`config.mk`:
```
export PLATFORM = sky130hd
export DESIGN_NAME = tcu_timer
export DESIGN_NICKNAME = d
export VERILOG_FILES = /design/src/hw/tcu_pkg.sv /design/src/hw/tcu_timer.sv
export SDC_FILE = /design/constraint.sdc
export NUM_CORES = 1
export LEC_CHECK = 0
export ABC_AREA = 1
export BUFFER_PORTS_ARGS = -buffer_cell sky130_fd_sc_hd__buf_2
export CORE_ASPECT_RATIO = 0.7
export CORE_UTILIZATION = 62
export CTS_BUF_LIST = sky130_fd_sc_hd__clkbuf_4 sky130_fd_sc_hd__clkbuf_8
export CTS_CLUSTER_DIAMETER = 30
export CTS_CLUSTER_SIZE = 30
export DETAILED_ROUTE_END_ITERATION = 16
export PLACE_DENSITY = 0.87
export SKIP_LAST_GASP = 1
export SYNTH_ARGS = -nofsm -noshare
export SYNTH_HDL_FRONTEND = slang
export SYNTH_SLANG_ARGS = --single-unit
export TNS_END_PERCENT = 30
```
`constraint.sdc`:
```
create_clock -name sys_clk -period 2.7 [get_ports sys_clk]
set_clock_uncertainty 0.15 [all_clocks]
set_input_delay 0.135 -clock sys_clk [delete_from_list [all_inputs] [get_ports sys_clk]]
set_output_delay 0.135 -clock sys_clk [all_outputs]
set_load 0.01 [all_outputs]
```
`src/hw/tcu_pkg.sv`:
```
// Package of constants and types for the eight-bit timer counter unit
package tcu_pkg;

    // Register offsets on the plain register port
    localparam logic [2:0] ADDR_CONTROL      = 3'h0;
    localparam logic [2:0] ADDR_COUNT        = 3'h1;
    localparam logic [2:0] ADDR_COMPARE      = 3'h2;
    localparam logic [2:0] ADDR_ASYNC_STATUS = 3'h3;
    localparam logic [2:0] ADDR_FLAG         = 3'h4;
    localparam logic [2:0] ADDR_MASK         = 3'h5;

    // Field positions
    localparam int ASYNC_SEL_BIT = 3;
    localparam int FLAG_OVF_BIT  = 0;
    localparam int FLAG_CMP_BIT  = 1;

    // Reset values
    localparam logic [7:0] CONTROL_RESET = 8'h00;
    localparam logic [7:0] COUNT_RESET   = 8'h00;
    localparam logic [7:0] COMPARE_RESET = 8'h00;
    localparam logic [1:0] FLAG_RESET    = 2'h0;
    localparam logic [1:0] MASK_RESET    = 2'h0;

    // Count extremes
    localparam logic [7:0] COUNT_BOTTOM = 8'h00;
    localparam logic [7:0] COUNT_MAX    = 8'hFF;

    // Waveform modes
    localparam logic [1:0] MODE_NORMAL   = 2'h0;
    localparam logic [1:0] MODE_PC_PWM   = 2'h1;
    localparam logic [1:0] MODE_CTC      = 2'h2;
    localparam logic [1:0] MODE_FAST_PWM = 2'h3;

    // Compare output actions
    localparam logic [1:0] COM_OFF    = 2'h0;
    localparam logic [1:0] COM_TOGGLE = 2'h1;
    localparam logic [1:0] COM_CLEAR  = 2'h2;
    localparam logic [1:0] COM_SET    = 2'h3;

    // Prescaler tap masks, indexed by clock select value
    localparam int         PRESCALE_WIDTH = 10;
    localparam logic [9:0] TAP_DIV1    = 10'h000;
    localparam logic [9:0] TAP_DIV8    = 10'h007;
    localparam logic [9:0] TAP_DIV32   = 10'h01F;
    localparam logic [9:0] TAP_DIV64   = 10'h03F;
    localparam logic [9:0] TAP_DIV128  = 10'h07F;
    localparam logic [9:0] TAP_DIV256  = 10'h0FF;
    localparam logic [9:0] TAP_DIV1024 = 10'h3FF;

    // Control register layout
    typedef struct packed {
        logic       force_cmp;
        logic       wave_mode_lo;
        logic [1:0] com_bits;
        logic       wave_mode_hi;
        logic [2:0] clock_select_bits;
    } tcu_ctrl_s;

    // Register port request
    typedef struct packed {
        logic [2:0] addr;
        logic [7:0] wdata;
        logic       wr;
        logic       rd;
    } tcu_bus_s;

    typedef enum logic {DIR_UP, DIR_DOWN} tcu_dir_e;

endpackage

```
`src/hw/tcu_timer.sv`:
```
// Eight-bit timer counter unit with compare output, overflow and interrupt
//
// How it works
// Count and compare registers are 8 bits.
// Each request has flag and mask bit.
// Timer clock from io clock or crystal.
// Clock select zero stops the counter.
// CPU reads and writes count anytime.
// CPU count write beats counter operations.
// Each tick clears, increments or decrements.
// Bottom at 0x00, max at 0xFF.
// Top is 0xFF or compare value.
// Two wave mode bits choose sequence.
// Overflow flag set per mode, interrupts.
// Compare continuously; match sets flag, drives pin.
// Output either PWM or variable frequency.
// Flag one tick after match; auto clears.
// Count write blocks next tick's match.
// Mode 0 wraps; mode 2 clears on match.
// Crystal input crosses via synchronizer.
`timescale 1ns/1ns
`default_nettype none

module tcu_timer (
    input  wire logic       sys_clk,
    input  wire logic       rst_n,
    input  wire logic [2:0] addr,
    input  wire logic [7:0] wr_data,
    input  wire logic       wr_stb,
    input  wire logic       rd_stb,
    output logic      [7:0] rd_data,
    input  wire logic [1:0] irq_ack,
    output logic            irq,
    input  wire logic       crystal_in_pin,
    output logic            crystal_out_pin,
    output logic            compare_output_pin
);

    ////////////////////////////////////////////////////////////////////////////
    // Helpers

    // Tap mask for the selected prescale ratio
    function automatic logic [9:0] tap_mask(input logic [2:0] sel);
        unique case (sel)
            3'h2:    tap_mask = tcu_pkg::TAP_DIV8;
            3'h3:    tap_mask = tcu_pkg::TAP_DIV32;
            3'h4:    tap_mask = tcu_pkg::TAP_DIV64;
            3'h5:    tap_mask = tcu_pkg::TAP_DIV128;
            3'h6:    tap_mask = tcu_pkg::TAP_DIV256;
            3'h7:    tap_mask = tcu_pkg::TAP_DIV1024;
            default: tap_mask = tcu_pkg::TAP_DIV1;
        endcase
    endfunction

    // Compare action applied to the output state
    function automatic logic apply_com(input logic [1:0] com, input logic cur);
        unique case (com)
            tcu_pkg::COM_TOGGLE: apply_com = ~cur;
            tcu_pkg::COM_CLEAR:  apply_com = 1'b0;
            tcu_pkg::COM_SET:    apply_com = 1'b1;
            default:             apply_com = cur;
        endcase
    endfunction

    ////////////////////////////////////////////////////////////////////////////
    // Registers and decode

    tcu_pkg::tcu_bus_s  bus;
    tcu_pkg::tcu_ctrl_s ctrl_q;
    logic [7:0]         count_q;
    logic [7:0]         count_d;
    logic [7:0]         cmp_buf_q;
    logic [7:0]         cmp_act_q;
    logic               async_sel_q;
    logic [1:0]         flag_q;
    logic [1:0]         mask_q;
    tcu_pkg::tcu_dir_e  dir_q;
    tcu_pkg::tcu_dir_e  dir_d;
    logic               block_q;
    logic               oc_q;
    logic [9:0]         pre_q;
    logic [1:0]         xtal_sync_q;
    logic               xtal_prev_q;
    logic [7:0]         rd_data_q;
    logic               irq_q;

    logic [1:0] mode;
    logic       pwm_mode;
    logic       src_en;
    logic       tick;
    logic       wr_count;
    logic       at_bottom;
    logic       at_max;
    logic       at_top;
    logic [7:0] top_value;
    logic       match;
    logic       ovf_evt;
    logic       cmp_evt;
    logic       force_hit;

    assign bus       = '{addr: addr, wdata: wr_data, wr: wr_stb, rd: rd_stb};
    assign mode      = {ctrl_q.wave_mode_hi, ctrl_q.wave_mode_lo};
    assign pwm_mode  = mode == tcu_pkg::MODE_PC_PWM || mode == tcu_pkg::MODE_FAST_PWM;
    assign wr_count  = bus.wr && bus.addr == tcu_pkg::ADDR_COUNT;
    assign force_hit = bus.wr && bus.addr == tcu_pkg::ADDR_CONTROL && wr_data[7] && !pwm_mode;

    ////////////////////////////////////////////////////////////////////////////
    // Timer clock source

    // Crystal pin is asynchronous: two flops before anything looks at it
    always_ff @(posedge sys_clk) begin
        if (!rst_n) begin
            xtal_sync_q <= 2'h0;
            xtal_prev_q <= 1'b0;
        end else begin
            xtal_sync_q <= {xtal_sync_q[0], crystal_in_pin};
            xtal_prev_q <= xtal_sync_q[1];
        end
    end

    // Oscillator feedback inverts the sampled level, so it lags by sync delay
    always_ff @(posedge sys_clk) begin
        if (!rst_n) begin
            crystal_out_pin <= 1'b0;
        end else begin
            crystal_out_pin <= ~xtal_sync_q[1];
        end
    end

    // One enable per io clock, or per crystal rising edge when selected
    assign src_en = async_sel_q ? (xtal_sync_q[1] && !xtal_prev_q) : 1'b1;

    // Prescaler free-runs on the source; taps give the slower ticks
    always_ff @(posedge sys_clk) begin
        if (!rst_n) begin
            pre_q <= 10'h000;
        end else if (src_en) begin
            pre_q <= pre_q + 10'h001;
        end
    end

    // No tick at all with clock select zero
    assign tick = src_en && ctrl_q.clock_select_bits != 3'h0
               && (pre_q & tap_mask(ctrl_q.clock_select_bits))
                  == tap_mask(ctrl_q.clock_select_bits);

    ////////////////////////////////////////////////////////////////////////////
    // Counter unit

    assign at_bottom = count_q == tcu_pkg::COUNT_BOTTOM;
    assign at_max    = count_q == tcu_pkg::COUNT_MAX;
    assign top_value = mode == tcu_pkg::MODE_CTC ? cmp_act_q : tcu_pkg::COUNT_MAX;
    assign at_top    = count_q == top_value;
    assign match     = count_q == cmp_act_q;

    // Next count and direction for the current mode
    always_comb begin
        count_d = count_q;
        dir_d   = dir_q;
        if (wr_count) begin
            count_d = bus.wdata;
        end else if (tick) begin
            unique case (mode)
                tcu_pkg::MODE_PC_PWM: begin
                    if (dir_q == tcu_pkg::DIR_UP && at_max) begin
                        dir_d   = tcu_pkg::DIR_DOWN;
                        count_d = count_q - 8'h01;
                    end else if (dir_q == tcu_pkg::DIR_DOWN && at_bottom) begin
                        dir_d   = tcu_pkg::DIR_UP;
                        count_d = count_q + 8'h01;
                    end else if (dir_q == tcu_pkg::DIR_DOWN) begin
                        count_d = count_q - 8'h01;
                    end else begin
                        count_d = count_q + 8'h01;
                    end
                end
                tcu_pkg::MODE_CTC: begin
                    count_d = at_top ? tcu_pkg::COUNT_BOTTOM : count_q + 8'h01;
                end
                default: begin
                    count_d = count_q + 8'h01;
                    dir_d   = tcu_pkg::DIR_UP;
                end
            endcase
        end
    end

    // Count register, readable and writable with or without ticks
    always_ff @(posedge sys_clk) begin
        if (!rst_n) begin
            count_q <= tcu_pkg::COUNT_RESET;
            dir_q   <= tcu_pkg::DIR_UP;
        end else begin
            count_q <= count_d;
            dir_q   <= dir_d;
        end
    end

    // A count write masks matches until the next tick, even when stopped
    always_ff @(posedge sys_clk) begin
        if (!rst_n) begin
            block_q <= 1'b0;
        end else if (wr_count) begin
            block_q <= 1'b1;
        end else if (tick) begin
            block_q <= 1'b0;
        end
    end

    ////////////////////////////////////////////////////////////////////////////
    // Events

    // Overflow: wrap past MAX, or reaching BOTTOM in phase correct mode
    assign ovf_evt = tick && !wr_count && (mode == tcu_pkg::MODE_PC_PWM
                   ? (dir_q == tcu_pkg::DIR_DOWN && count_q == 8'h01)
                   : at_max);
    // Match seen in the current timer cycle flags on the following tick
    assign cmp_evt = tick && !wr_count && match && !block_q;

    ////////////////////////////////////////////////////////////////////////////
    // Compare buffer

    // PWM modes load the active compare at TOP to avoid odd pulses
    always_ff @(posedge sys_clk) begin
        if (!rst_n) begin
            cmp_buf_q <= tcu_pkg::COMPARE_RESET;
            cmp_act_q <= tcu_pkg::COMPARE_RESET;
        end else begin
            if (bus.wr && bus.addr == tcu_pkg::ADDR_COMPARE) begin
                cmp_buf_q <= bus.wdata;
            end
            if (!pwm_mode && bus.wr && bus.addr == tcu_pkg::ADDR_COMPARE) begin
                cmp_act_q <= bus.wdata;
            end else if (pwm_mode && tick && at_top) begin
                cmp_act_q <= cmp_buf_q;
            end else if (!pwm_mode) begin
                cmp_act_q <= cmp_buf_q;
            end
        end
    end

    ////////////////////////////////////////////////////////////////////////////
    // Waveform generator

    // Non-PWM: set/clear/toggle on match; PWM: pulse width by compare
    always_ff @(posedge sys_clk) begin
        if (!rst_n) begin
            oc_q <= 1'b0;
        end else if (force_hit) begin
            oc_q <= apply_com(ctrl_q.com_bits, oc_q); // Force sets no flag
        end else if (tick && ctrl_q.com_bits != tcu_pkg::COM_OFF) begin
            unique case (mode)
                tcu_pkg::MODE_FAST_PWM: begin
                    if (match && !block_q) begin
                        oc_q <= ctrl_q.com_bits == tcu_pkg::COM_SET;
                    end else if (at_max) begin
                        oc_q <= ctrl_q.com_bits != tcu_pkg::COM_SET;
                    end
                end
                tcu_pkg::MODE_PC_PWM: begin
                    if (match && !block_q) begin
                        oc_q <= (ctrl_q.com_bits == tcu_pkg::COM_SET)
                              ^ (dir_q == tcu_pkg::DIR_DOWN);
                    end
                end
                default: begin
                    if (match && !block_q && !wr_count) begin
                        oc_q <= apply_com(ctrl_q.com_bits, oc_q);
                    end
                end
            endcase
        end
    end

    // Pin follows the internal output state only while an action is chosen
    always_ff @(posedge sys_clk) begin
        if (!rst_n) begin
            compare_output_pin <= 1'b0;
        end else begin
            compare_output_pin <= ctrl_q.com_bits != tcu_pkg::COM_OFF && oc_q;
        end
    end

    ////////////////////////////////////////////////////////////////////////////
    // Control and async select

    // Force bit is a strobe: never stored
    always_ff @(posedge sys_clk) begin
        if (!rst_n) begin
            ctrl_q      <= tcu_pkg::tcu_ctrl_s'(tcu_pkg::CONTROL_RESET);
            async_sel_q <= 1'b0;
        end else begin
            if (bus.wr && bus.addr == tcu_pkg::ADDR_CONTROL) begin
                ctrl_q           <= tcu_pkg::tcu_ctrl_s'(bus.wdata);
                ctrl_q.force_cmp <= 1'b0;
            end
            if (bus.wr && bus.addr == tcu_pkg::ADDR_ASYNC_STATUS) begin
                async_sel_q <= bus.wdata[tcu_pkg::ASYNC_SEL_BIT];
            end
        end
    end

    ////////////////////////////////////////////////////////////////////////////
    // Flags, mask and interrupt

    // Set wins over a write-one clear or an acknowledge in the same cycle
    always_ff @(posedge sys_clk) begin
        if (!rst_n) begin
            flag_q <= tcu_pkg::FLAG_RESET;
        end else begin
            flag_q <= (flag_q
                       & ~(bus.wr && bus.addr == tcu_pkg::ADDR_FLAG ? bus.wdata[1:0] : 2'h0)
                       & ~irq_ack)
                    | {cmp_evt, ovf_evt};
        end
    end

    always_ff @(posedge sys_clk) begin
        if (!rst_n) begin
            mask_q <= tcu_pkg::MASK_RESET;
        end else if (bus.wr && bus.addr == tcu_pkg::ADDR_MASK) begin
            mask_q <= bus.wdata[1:0];
        end
    end

    // Level interrupt, one cycle behind the flags
    always_ff @(posedge sys_clk) begin
        if (!rst_n) begin
            irq_q <= 1'b0;
        end else begin
            irq_q <= |(flag_q & mask_q);
        end
    end
    assign irq = irq_q;

    ////////////////////////////////////////////////////////////////////////////
    // Read port

    // Compare reads show the buffer; unmapped offsets read zero
    always_ff @(posedge sys_clk) begin
        if (!rst_n) begin
            rd_data_q <= 8'h00;
        end else if (bus.rd) begin
            unique case (bus.addr)
                tcu_pkg::ADDR_CONTROL:      rd_data_q <= {1'b0, ctrl_q[6:0]};
                tcu_pkg::ADDR_COUNT:        rd_data_q <= count_q;
                tcu_pkg::ADDR_COMPARE:      rd_data_q <= cmp_buf_q;
                tcu_pkg::ADDR_ASYNC_STATUS: rd_data_q <= {4'h0, async_sel_q, 3'h0};
                tcu_pkg::ADDR_FLAG:         rd_data_q <= {6'h00, flag_q};
                tcu_pkg::ADDR_MASK:         rd_data_q <= {6'h00, mask_q};
                default:                    rd_data_q <= 8'h00;
            endcase
        end else begin
            rd_data_q <= 8'h00;
        end
    end
    assign rd_data = rd_data_q;

endmodule // tcu_timer

`default_nettype wire

```
==> results of run 1 <==
[how the worst max path moves through the flow]
| stage | slack [ns] | endpoint |
|---|---|---|
| after CTS | 0.43 | cmp_act_q[0] |
| after global placement | 0.45 | cmp_act_q[7] |
| final | 0.35 | cmp_act_q[0] |
| after floorplan | 0.79 | cmp_act_q[0] |
| after detailed placement | 0.44 | cmp_act_q[7] |
| after global routing | 0.20 | cmp_act_q[1] |
[metal layers]
metal	GRT usage [%]	vias up	part of all wire, %
li1	-	1885	-
met1	48.36	1753	42
met2	54.65	285	42
met3	16.78	34	13
met4	12.69	0	2.5
met5	0	-	0
[cell families after synthesis]
logic type / count (synthesis)
buffers and inverters: 109
AO/OA/AOI/OAI: 139
XOR/XNOR: 5
multiplexers: 2
AND/OR/NAND/NOR: 225
adder cells (fa/ha/maj): 8
flip-flops: 63
[synth_stat cells (2+ instances only)]
cell type	instances	share of area, %
buf_6	2	0.61
buf_2	5	0.68
inv_1	81	8.3
inv_2	11	1.1
xor2_1	4	0.95
nand4_1	6	1.0
a21oi_2	2	0.48
nand3b_1	2	0.41
o22ai_1	14	2.4
a31oi_1	3	0.51
nor2_1	47	4.8
nand2_1	107	11
ha_1	8	2.7
nor3_1	8	1.1
nor2_2	3	0.51
dfxtp_1	63	34
a21oi_1	52	7.1
nor3_2	3	0.82
o21ai_0	41	5.6
mux2_4	2	0.82
nand3_1	32	4.4
nor2_4	2	0.61
buf_4	2	0.41
nand2_2	7	1.2
a211oi_1	2	0.41
o21ai_1	11	1.5
clkbuf_1	7	0.71
nand3_2	2	0.54
o31ai_1	3	0.61
o211ai_1	6	1.2
[tightest hold or removal path, cell delays in order]
cell and delay [ns]:
buf_2 0.14, o21ai_0 0.16, a21oi_1 0.04
[state kept, by name (all words and copies together) (netlist names), 2 cells and up]
register / flops
cmp_act_q: 8
cmp_buf_q: 8
count_q: 8
ctrl_q: 7
flag_q: 2
mask_q: 2
pre_q: 10
rd_data: 8
xtal_sync_q: 2
[cells in the final DEF, fill, tap and decap left out, types with 3 or more instances in the layout]
| master | Yosys | layout |
|---|---|---|
| nor3_1 | 8 | 8 |
| dfxtp_1 | 63 | 63 |
| xor2_1 | 4 | 4 |
| buf_4 | 2 | 3 |
| o21ai_1 | 11 | 11 |
| o211ai_1 | 6 | 6 |
| nor3_2 | 3 | 3 |
| ha_1 | 8 | 8 |
| nand2_1 | 107 | 107 |
| a21oi_1 | 52 | 52 |
| nand4_1 | 6 | 6 |
| dlygate4sd3_1 | 0 | 14 |
| nand2_2 | 7 | 7 |
| clkbuf_8 | 0 | 9 |
| buf_2 | 5 | 28 |
| a31oi_1 | 3 | 3 |
| nor2_2 | 3 | 3 |
| o31ai_1 | 3 | 3 |
| o22ai_1 | 14 | 14 |
| inv_2 | 11 | 11 |
| inv_1 | 81 | 81 |
| o21ai_0 | 41 | 41 |
| nor2_1 | 47 | 47 |
| nand3_1 | 32 | 32 |
[through the flow]
step / utilization, % / worst slack, ns
6_report: 73.13 / 0.3498
2_1_floorplan: - / 0.7931
5_1_grt: 73.13 / 0.2044
3_5_place_dp: 67.12 / 0.4407
4_1_cts: 73.13 / 0.4344
3_3_place_gp: 67.12 / 0.4455
[area by class of cell]
| cell class | instances | share of cell area [%] |
|---|---|---|
| clock buffers | 9 | 2.958 |
| clock inverters | 7 | 1.912 |
| inverters | 93 | 8.366 |
| multi-input cells | 379 | 47.18 |
| flip-flops and latches | 63 | 30.12 |
| well taps | 75 | 2.241 |
| repair buffers | 45 | 7.230 |
[power groups by stage]
stage | sequential [mW] | combinational (mW) | clock [mW]
after floorplan | 1.01 | 0.271 | 0
after global placement | 1.02 | 0.354 | 0
after detailed placement | 1.02 | 0.357 | 0
after CTS | 1.00 | 0.377 | 0.870
after global routing | 1.01 | 0.432 | 0.913
final | 1.00 | 0.395 | 0.868
==> reports/metrics.cfg, run 1 <==
[run_status]
status = complete, no violations

[placed_design]
hpwl_mm = 7.776
placed_area_um2 = 3844
port_buffers = 28
dpl.cell_count = 641
gp_congestion = 1.011

[yosys]
ys_ff_latch = 63
synthAdderAreaFrac_pct = 2.723
synthArstFlopShare_pct = 0
synth.avg_cell_area_um2 = 6.672
synthSimpleGateAreaFrac_pct = 28.11
yosysSeqAreaShare_pct = 34.31
syn_nets = 577
synthXorXnorAreaFrac_pct = 1.191
synth_compound_area_share_pct = 20.90
synth_top_family_by_area = simple AND/OR/NAND/NOR gates
synthMuxAreaShare_pct = 0.8169
synth-edff-count = 0
syn-instance-count = 551
syn-cell-area_um2 = 3676
post_synth_num_cell_types = 43
ys.warnings.count = 0
yosys_most_used_dff = dfxtp_1

[cells_and_area]
final_net_count = 617
multi_input_area_um2 = 1976
n_antenna_cell = 0
layout-drive-gt1-share_pct = 14.09
area_growth_pct = 13.92
instances_no_fill = 671
seqCellArea_um2 = 1261
design_area_um2 = 4188
fillCellCount = 478

[routing]
first_pass_iters = 8
via_per_inst = 5.897
detail-route-antenna-nets = 0
remaining_drc_errors = 0
vias = 3957
totalWireLength_mm = 11.02
wl_per_cell_um = 16.42
drt-initial-drc-count = 504

[timing]
tightestPinTransition_ns = 0.6448
tns_ns = 0
relSlewSlack_pct = 56.97
max_freq_ghz = 0.4255
layout_min_cycle_time_ns = 2.350
rsz0062_at_grt = false
setup_viol = 0
min_period_over_period_pct = 87.04
hold_violations = 0
holdWs_ns = 0.01895
finalMaxSlewViolations = 0

[worst_setup_path]
cp_slowest_cell = nor2_1
path_class = reg -> reg
crit_path_start = ctrl_q[3]
critPathRequiredTime_ns = 2.80
r2r-end = cmp_act_q[0]
critPathArrivalTime_ns = 2.45
ff2ff_path_depth = 6
path_cells = inv_1, ha_1, nor2_1, inv_1, a21oi_1, nor2_1
r2r-start = ctrl_q[3]
r2r_slack_ns = 0.35
end_kind = register
crit_family = simple AND/OR/NAND/NOR gates
slowest_delay_ns = 0.50
crit_buf_inv = 2
path_depth = 6
startpoint_type = register
cp_max_fo = 16

[flow_run]
maxCapViolations = 0

[grt]
antenna_found_initial = 0
grt_use_total_pct = 37.34
grt_overflow = 0
grt_max_degree = 34
grt_pass1_wl_mm = 17.24
grt_pass1_vias = 3491

[die]
start_util_pct = 64.19
core_region_area_um2 = 5727
row_count = 23
dieArea_um2 = 6246
dieHeight_um = 66.43
die_w_um = 94.04
num_io_pins = 29

[clock_network]
hold_buffers = 14
cts_sinks = 63
cts_root_buf = clkbuf_8
ctsLongestPathBuffers = 2
cts_tree = yes
htreeDepth = 3
cts.repair.resized = 0
clk_latency_ns = 0.36
cts_made_buffers = 9
post_cts_buffers = 0
clkTransAtPathRegs_ns = 0.08

[power]
finalPower_mw = 2.266
leakage_nw = 1.855
combPwrFrac_pct = 17.4
p_sw_share_pct = 32.41
p_int_mw = 1.532
p_per_area_nw_per_um2 = 541.1
seqPwrFrac_pct = 44.3
clockPowerShare_pct = 38.3
p_switching_mw = 0.7344
peakVddDrop_uv = 309.7

[hold_path]
min_to = cmp_buf_q[5]
worstHoldPathType = in -> reg
whs_path_depth = 3
hold_start = wr_data[5]

Power figures use the tool's default switching activity.
==> run 2, diff against run 1 <==
- CORE_ASPECT_RATIO: 0.7 -> 0.5
- SLEW_MARGIN: unset -> 0
==> reports/metrics.cfg, run 2 (synthesis results as in run 1) <==
[run_status]
status = complete, no violations

[worst_setup_path]
r2r_slack_ns = 0.42  ; +0.07 ns
path_class = reg -> reg
end_kind = register
critPathRequiredTime_ns = 2.80  ; about the same
cp_max_fo = 16  ; unchanged
ff2ff_path_depth = 11  ; +5
cp_slowest_cell = dfxtp_1
critPathArrivalTime_ns = 2.38  ; -0.07 ns
r2r-end = cmp_act_q[6]
crit_path_start = ctrl_q[6]
slowest_delay_ns = 0.35  ; -0.15 ns
r2r-start = ctrl_q[6]
startpoint_type = register
path_cells = inv_1, ha_1, inv_1, o21ai_0, nand2_1, nor2_1, nand4_1, nor2_1, nand2_2, a21oi_1, nor2_1
cp_common_cell = nor2_1

[die]
start_util_pct = 65.80  ; +1.6 points
core_region_area_um2 = 5587  ; -2.4%
die_w_um = 110.9  ; +18%
dieArea_um2 = 6260  ; +0.22%
dieHeight_um = 56.45  ; -15%
num_io_pins = 29  ; unchanged
row_count = 19  ; -17%

[timing]
max_freq_ghz = 0.4391  ; +3.2%
rsz0062_at_grt = false
setup_viol = 0  ; unchanged
hold_violations = 0  ; unchanged
finalMaxSlewViolations = 0  ; unchanged
holdWs_ns = 0.05214  ; +0.03319 ns
layout_min_cycle_time_ns = 2.277  ; -0.07285 ns
tightestPinTransition_ns = 0.6261  ; -0.01864 ns
relSlewSlack_pct = 58.21  ; +1.2 points
min_period_over_period_pct = 84.34  ; -2.7 points
tns_ns = 0  ; unchanged

[cells_and_area]
regMostFlops = pre_q
final_cell_mix = 107 x nand2_1, 81 x inv_1, 63 x dfxtp_1
multi_input_area_um2 = 1976  ; unchanged
fillCellCount = 438  ; -8.4%
instances_no_fill = 668  ; -0.45%
final_common_cell = nand2_1
n_antenna_cell = 0  ; unchanged
largest_reg_flops = 10  ; unchanged
layout-drive-gt1-share_pct = 13.78  ; -0.31 points
area_growth_pct = 13.44
seqCellArea_um2 = 1261  ; unchanged
final_net_count = 617  ; unchanged

[clock_network]
post_cts_buffers = 0  ; unchanged
cts_made_buffers = 9  ; unchanged
cts_root_buf = clkbuf_8
clk_latency_ns = 0.36  ; about the same
cts_sinks = 63  ; unchanged
ctsLongestPathBuffers = 2  ; unchanged
htreeDepth = 3  ; unchanged
clkTransAtPathRegs_ns = 0.08  ; about the same
cts_tree = yes

[placed_design]
port_buffers = 28  ; unchanged
dpl.cell_count = 638  ; -0.47%
gp_congestion = 1.043  ; +3.2%
hpwl_mm = 7.312  ; -6.0%

[routing]
via_per_inst = 5.895  ; about the same
remaining_drc_errors = 0  ; unchanged
totalWireLength_mm = 10.43  ; -5.3%
first_pass_iters = 5  ; -3
vias = 3938  ; -0.48%
wl_per_cell_um = 15.62  ; -4.9%
detail-route-antenna-nets = 0  ; unchanged
drt-initial-drc-count = 489  ; -3.0%

[grt]
grt_max_degree = 24  ; -29%
grt_pass1_wl_mm = 17.45  ; +1.2%
grt_use_total_pct = 35.96  ; -1.4 points
grt_pass1_vias = 3594  ; +3.0%
antenna_found_initial = 0  ; unchanged
grt_overflow = 0  ; unchanged

[hold_path]
whs_path_depth = 3  ; unchanged
hold_start = rst_n
min_to = cmp_act_q[3]
worstHoldPathType = in -> reg

[power]
p_per_area_nw_per_um2 = 527.9  ; -2.4%
leakage_nw = 1.858  ; +0.15%
peakVddDrop_uv = 462.1  ; +49%
finalPower_mw = 2.201  ; -2.9%

[flow_run]
maxCapViolations = 0  ; unchanged

run 2: layer usage:
layer	wire, µm	vias up	share of wire, %	track usage, %
li1	-	1890	-	-
met1	4304	1771	41	47.34
met2	4578	237	44	56.52
met3	1250	40	12	9.071
met4	302	0	2.9	15.24
met5	0	-	0	0
run 2: worst max-delay path by stage:
| stage | end | slack (ns) |
|---|---|---|
| final | cmp_act_q[6] | 0.42 |
| after global routing | cmp_act_q[6] | 0.27 |
| after CTS | cmp_act_q[6] | 0.49 |
| after detailed placement | cmp_act_q[6] | 0.54 |
| after global placement | cmp_act_q[6] | 0.52 |
| after floorplan | cmp_act_q[0] | 0.79 |
run 2: metrics by stage:
stage	util [%]	worst slack, ns	cell area, µm²
after floorplan	-	0.7931	3676
after global placement	68.62	0.5153	3834
after detailed placement	68.62	0.5353	3834
after CTS	74.65	0.4850	4170
after global routing	74.65	0.2750	4170
final	74.65	0.4227	4170
run 2: repair_timing:
action / in CTS / in global routing
setup endpoints to repair: 0 / 0
gates resized for setup: 0 / 0
hold buffers: 15 / 0
endpoints found under the hold margin: 21 / 0
run 2: report_power, final:
group | switching (mW) | internal [mW] | total [mW] | leakage [nW]
clock network | 0.394 | 0.419 | 0.813 | 0.0988
registers | 0.0392 | 0.965 | 1.00 | 0.512
logic | 0.255 | 0.130 | 0.384 | 1.25
run 2: area by class of cell:
| cell class | count | area share, % |
|---|---|---|
| clock buffers | 9 | 2.970 |
| clock inverters | 6 | 1.500 |
| inverters | 93 | 8.401 |
| multi-input cells | 379 | 47.37 |
| flip-flops and latches | 63 | 30.24 |
| well taps | 73 | 2.190 |
| repair buffers | 45 | 7.321 |
run 2: critical path: cells and delay by family, from the launching register on:
kind            cells  cell delay, ns
fa+ha+maj           1            0.27
flops               1            0.35
buf+inv             2            0.27
simple gates        6            0.67
compound gates      2            0.46
==> run 3, diff against run 2 <==
- clock period: 2.7 -> 2.4 ns (I/O delays scaled with it)
==> reports/metrics.cfg, run 3 (synthesis results as in run 1) <==
[run_status]
status = complete, no violations

[die]
start_util_pct = 65.80  ; unchanged
die_w_um = 110.9  ; unchanged
num_io_pins = 29  ; unchanged
dieHeight_um = 56.45  ; unchanged
core_region_area_um2 = 5587  ; unchanged
row_count = 19  ; unchanged
dieArea_um2 = 6260  ; unchanged

[cells_and_area]
fillCellCount = 425  ; -3.0%
n_antenna_cell = 0  ; unchanged
regMostFlops = pre_q
layout-drive-gt1-share_pct = 14.36  ; +0.58 points
area_growth_pct = 15.15
final_cell_mix = 107 x nand2_1, 81 x inv_1, 63 x dfxtp_1
largest_reg_flops = 10  ; unchanged
utilization_pct = 75.77  ; +1.1 points
final_common_cell = nand2_1
final_net_count = 620  ; +0.49%

[grt]
gr-usage-met2_pct = 55.63  ; -0.89 points
grt_use_met3_pct = 15.12  ; +6.0 points
use_met1_pct = 42.90  ; -4.4 points
grt_use_total_pct = 35.69  ; -0.26 points
grt_pass1_vias = 3648  ; +1.5%
busiest_layer = met2
grt_pass1_wl_mm = 17.07  ; -2.2%
grt_overflow = 0  ; unchanged
grt_max_degree = 30  ; +25%
antenna_found_initial = 0  ; unchanged

[hold_path]
hold_start = addr[2]
worstHoldPathType = in -> reg
whs_path_depth = 3  ; unchanged
min_to = mask_q[1]

[timing]
hold_violations = 0  ; unchanged
min_period_over_period_pct = 90.46  ; +6.1 points
setup_viol = 0  ; unchanged
relSlewSlack_pct = 56.18  ; -2.0 points
tightestPinTransition_ns = 0.6565  ; +0.03040 ns
layout_min_cycle_time_ns = 2.171  ; -0.1063 ns
max_freq_ghz = 0.4606  ; +4.9%
finalMaxSlewViolations = 0  ; unchanged
worst_slack_ns = 0.2290  ; -0.1937 ns
tns_ns = 0  ; unchanged

[clock_network]
cts_root_buf = clkbuf_8
post_cts_buffers = 0  ; unchanged
clk_latency_ns = 0.36  ; about the same
cts_made_buffers = 9  ; unchanged
htreeDepth = 3  ; unchanged
cts_tree = yes
ctsLongestPathBuffers = 2  ; unchanged
clkTransAtPathRegs_ns = 0.07  ; about the same
cts_sinks = 63  ; unchanged

[routing]
via_per_inst = 5.903  ; +0.14%
vias = 3967  ; +0.74%
wl_per_cell_um = 16.03  ; +2.6%
totalWireLength_mm = 10.77  ; +3.2%
remaining_drc_errors = 0  ; unchanged
drt-initial-drc-count = 466  ; -4.7%
detail-route-antenna-nets = 0  ; unchanged
first_pass_iters = 5  ; unchanged

[placed_design]
gp_congestion = 1.061  ; +1.7%
hpwl_mm = 7.345  ; +0.46%
port_buffers = 28  ; unchanged
dp_slack_ns = 0.2474  ; -0.2880 ns

[power]
leakage_nw = 1.892  ; +1.8%
p_per_area_nw_per_um2 = 609.3  ; +15%
finalPower_mw = 2.579  ; +17%
peakVddDrop_uv = 499.1  ; +8.0%

[worst_setup_path]
ff2ff_path_depth = 11  ; unchanged
r2r-end = cmp_act_q[7]
end_kind = register
r2r-start = ctrl_q[6]
path_class = reg -> reg
startpoint_type = register
critPathArrivalTime_ns = 2.27  ; -0.11 ns
critPathRequiredTime_ns = 2.49  ; -0.31 ns
cp_max_fo = 16  ; unchanged
r2r_slack_ns = 0.23  ; -0.19 ns

[flow_run]
maxCapViolations = 0  ; unchanged

==> run 3: cell types whose count changed in the layout (fill, tap and decap cells not counted), sizes merged <==
cell         change
inv              +1
clkbuf           +3
clkinv           -4
clkinvlp         +1
buf              +2
dlygate4sd3      +1
==> run 3: through the flow <==
step                hold slack, ns  cell area [µm²]  std cells
finish                     0.04784             4233        672
global route               0.03400             4233        672
CTS                       0.003971             4225        672
detailed placement          0.1557             3849        640
global placement            0.1602             3849        640
floorplan                  0.06763             3676        551
==> run 3: what timing repair did <==
item / 4_1_cts / 5_1_grt
gates resized for setup: 0 / 2
hold endpoints to repair: 32 / 0
endpoints found under the setup margin: 0 / 7
hold buffers: 16 / 0
==> run 3: area by class of cell <==
class	count	area, µm²	share of cell area, %
Inverter	93	350.3	8.277
Clock inverter	4	51.30	1.212
Sequential cell	63	1261	29.80
Timing Repair Buffer	48	330.3	7.804
Tap cell	73	91.34	2.158
Clock buffer	12	165.2	3.902
Multi-Input combinational cell	379	1983	46.85
==> run 3: worst max path at each step <==
stage | cells past startpoint | startpoint | slack [ns] | end
6_report | 11 | ctrl_q[6] | 0.23 | cmp_act_q[7]
5_1_grt | 11 | ctrl_q[6] | -0.0002 | cmp_act_q[6]
4_1_cts | 11 | ctrl_q[6] | 0.24 | cmp_act_q[6]
3_5_place_dp | 11 | ctrl_q[6] | 0.25 | cmp_act_q[6]
3_3_place_gp | 11 | ctrl_q[6] | 0.23 | cmp_act_q[6]
2_1_floorplan | 8 | ctrl_q[3] | 0.49 | cmp_act_q[0]
==> run 3: worst max-delay path, cell delays in order (launching register included) <==
cell and delay (ns):
dfxtp_1 0.34, inv_1 0.12, ha_2 0.25, inv_1 0.14, o21ai_1 0.15, o211ai_1 0.11, nor2_1 0.11, nand4_1 0.08
nor2_1 0.19, nand2_4 0.17, a21oi_1 0.20, nor2_1 0.06
==> run 3: where the power goes <==
part	internal [mW]	leakage [nW]	total (mW)	switching, mW
registers	1.09	0.512	1.13	0.0448
logic	0.152	1.27	0.443	0.290
clock network	0.566	0.109	1.01	0.440
total	1.80	1.89	2.58	0.775
==> run 3: routing by layer <==
metal  share of wire, %  vias up
li1                   -     1894
met5                  0        -
met4                3.3        0
met3                 13       42
met1                 40     1777
met2                 44      254
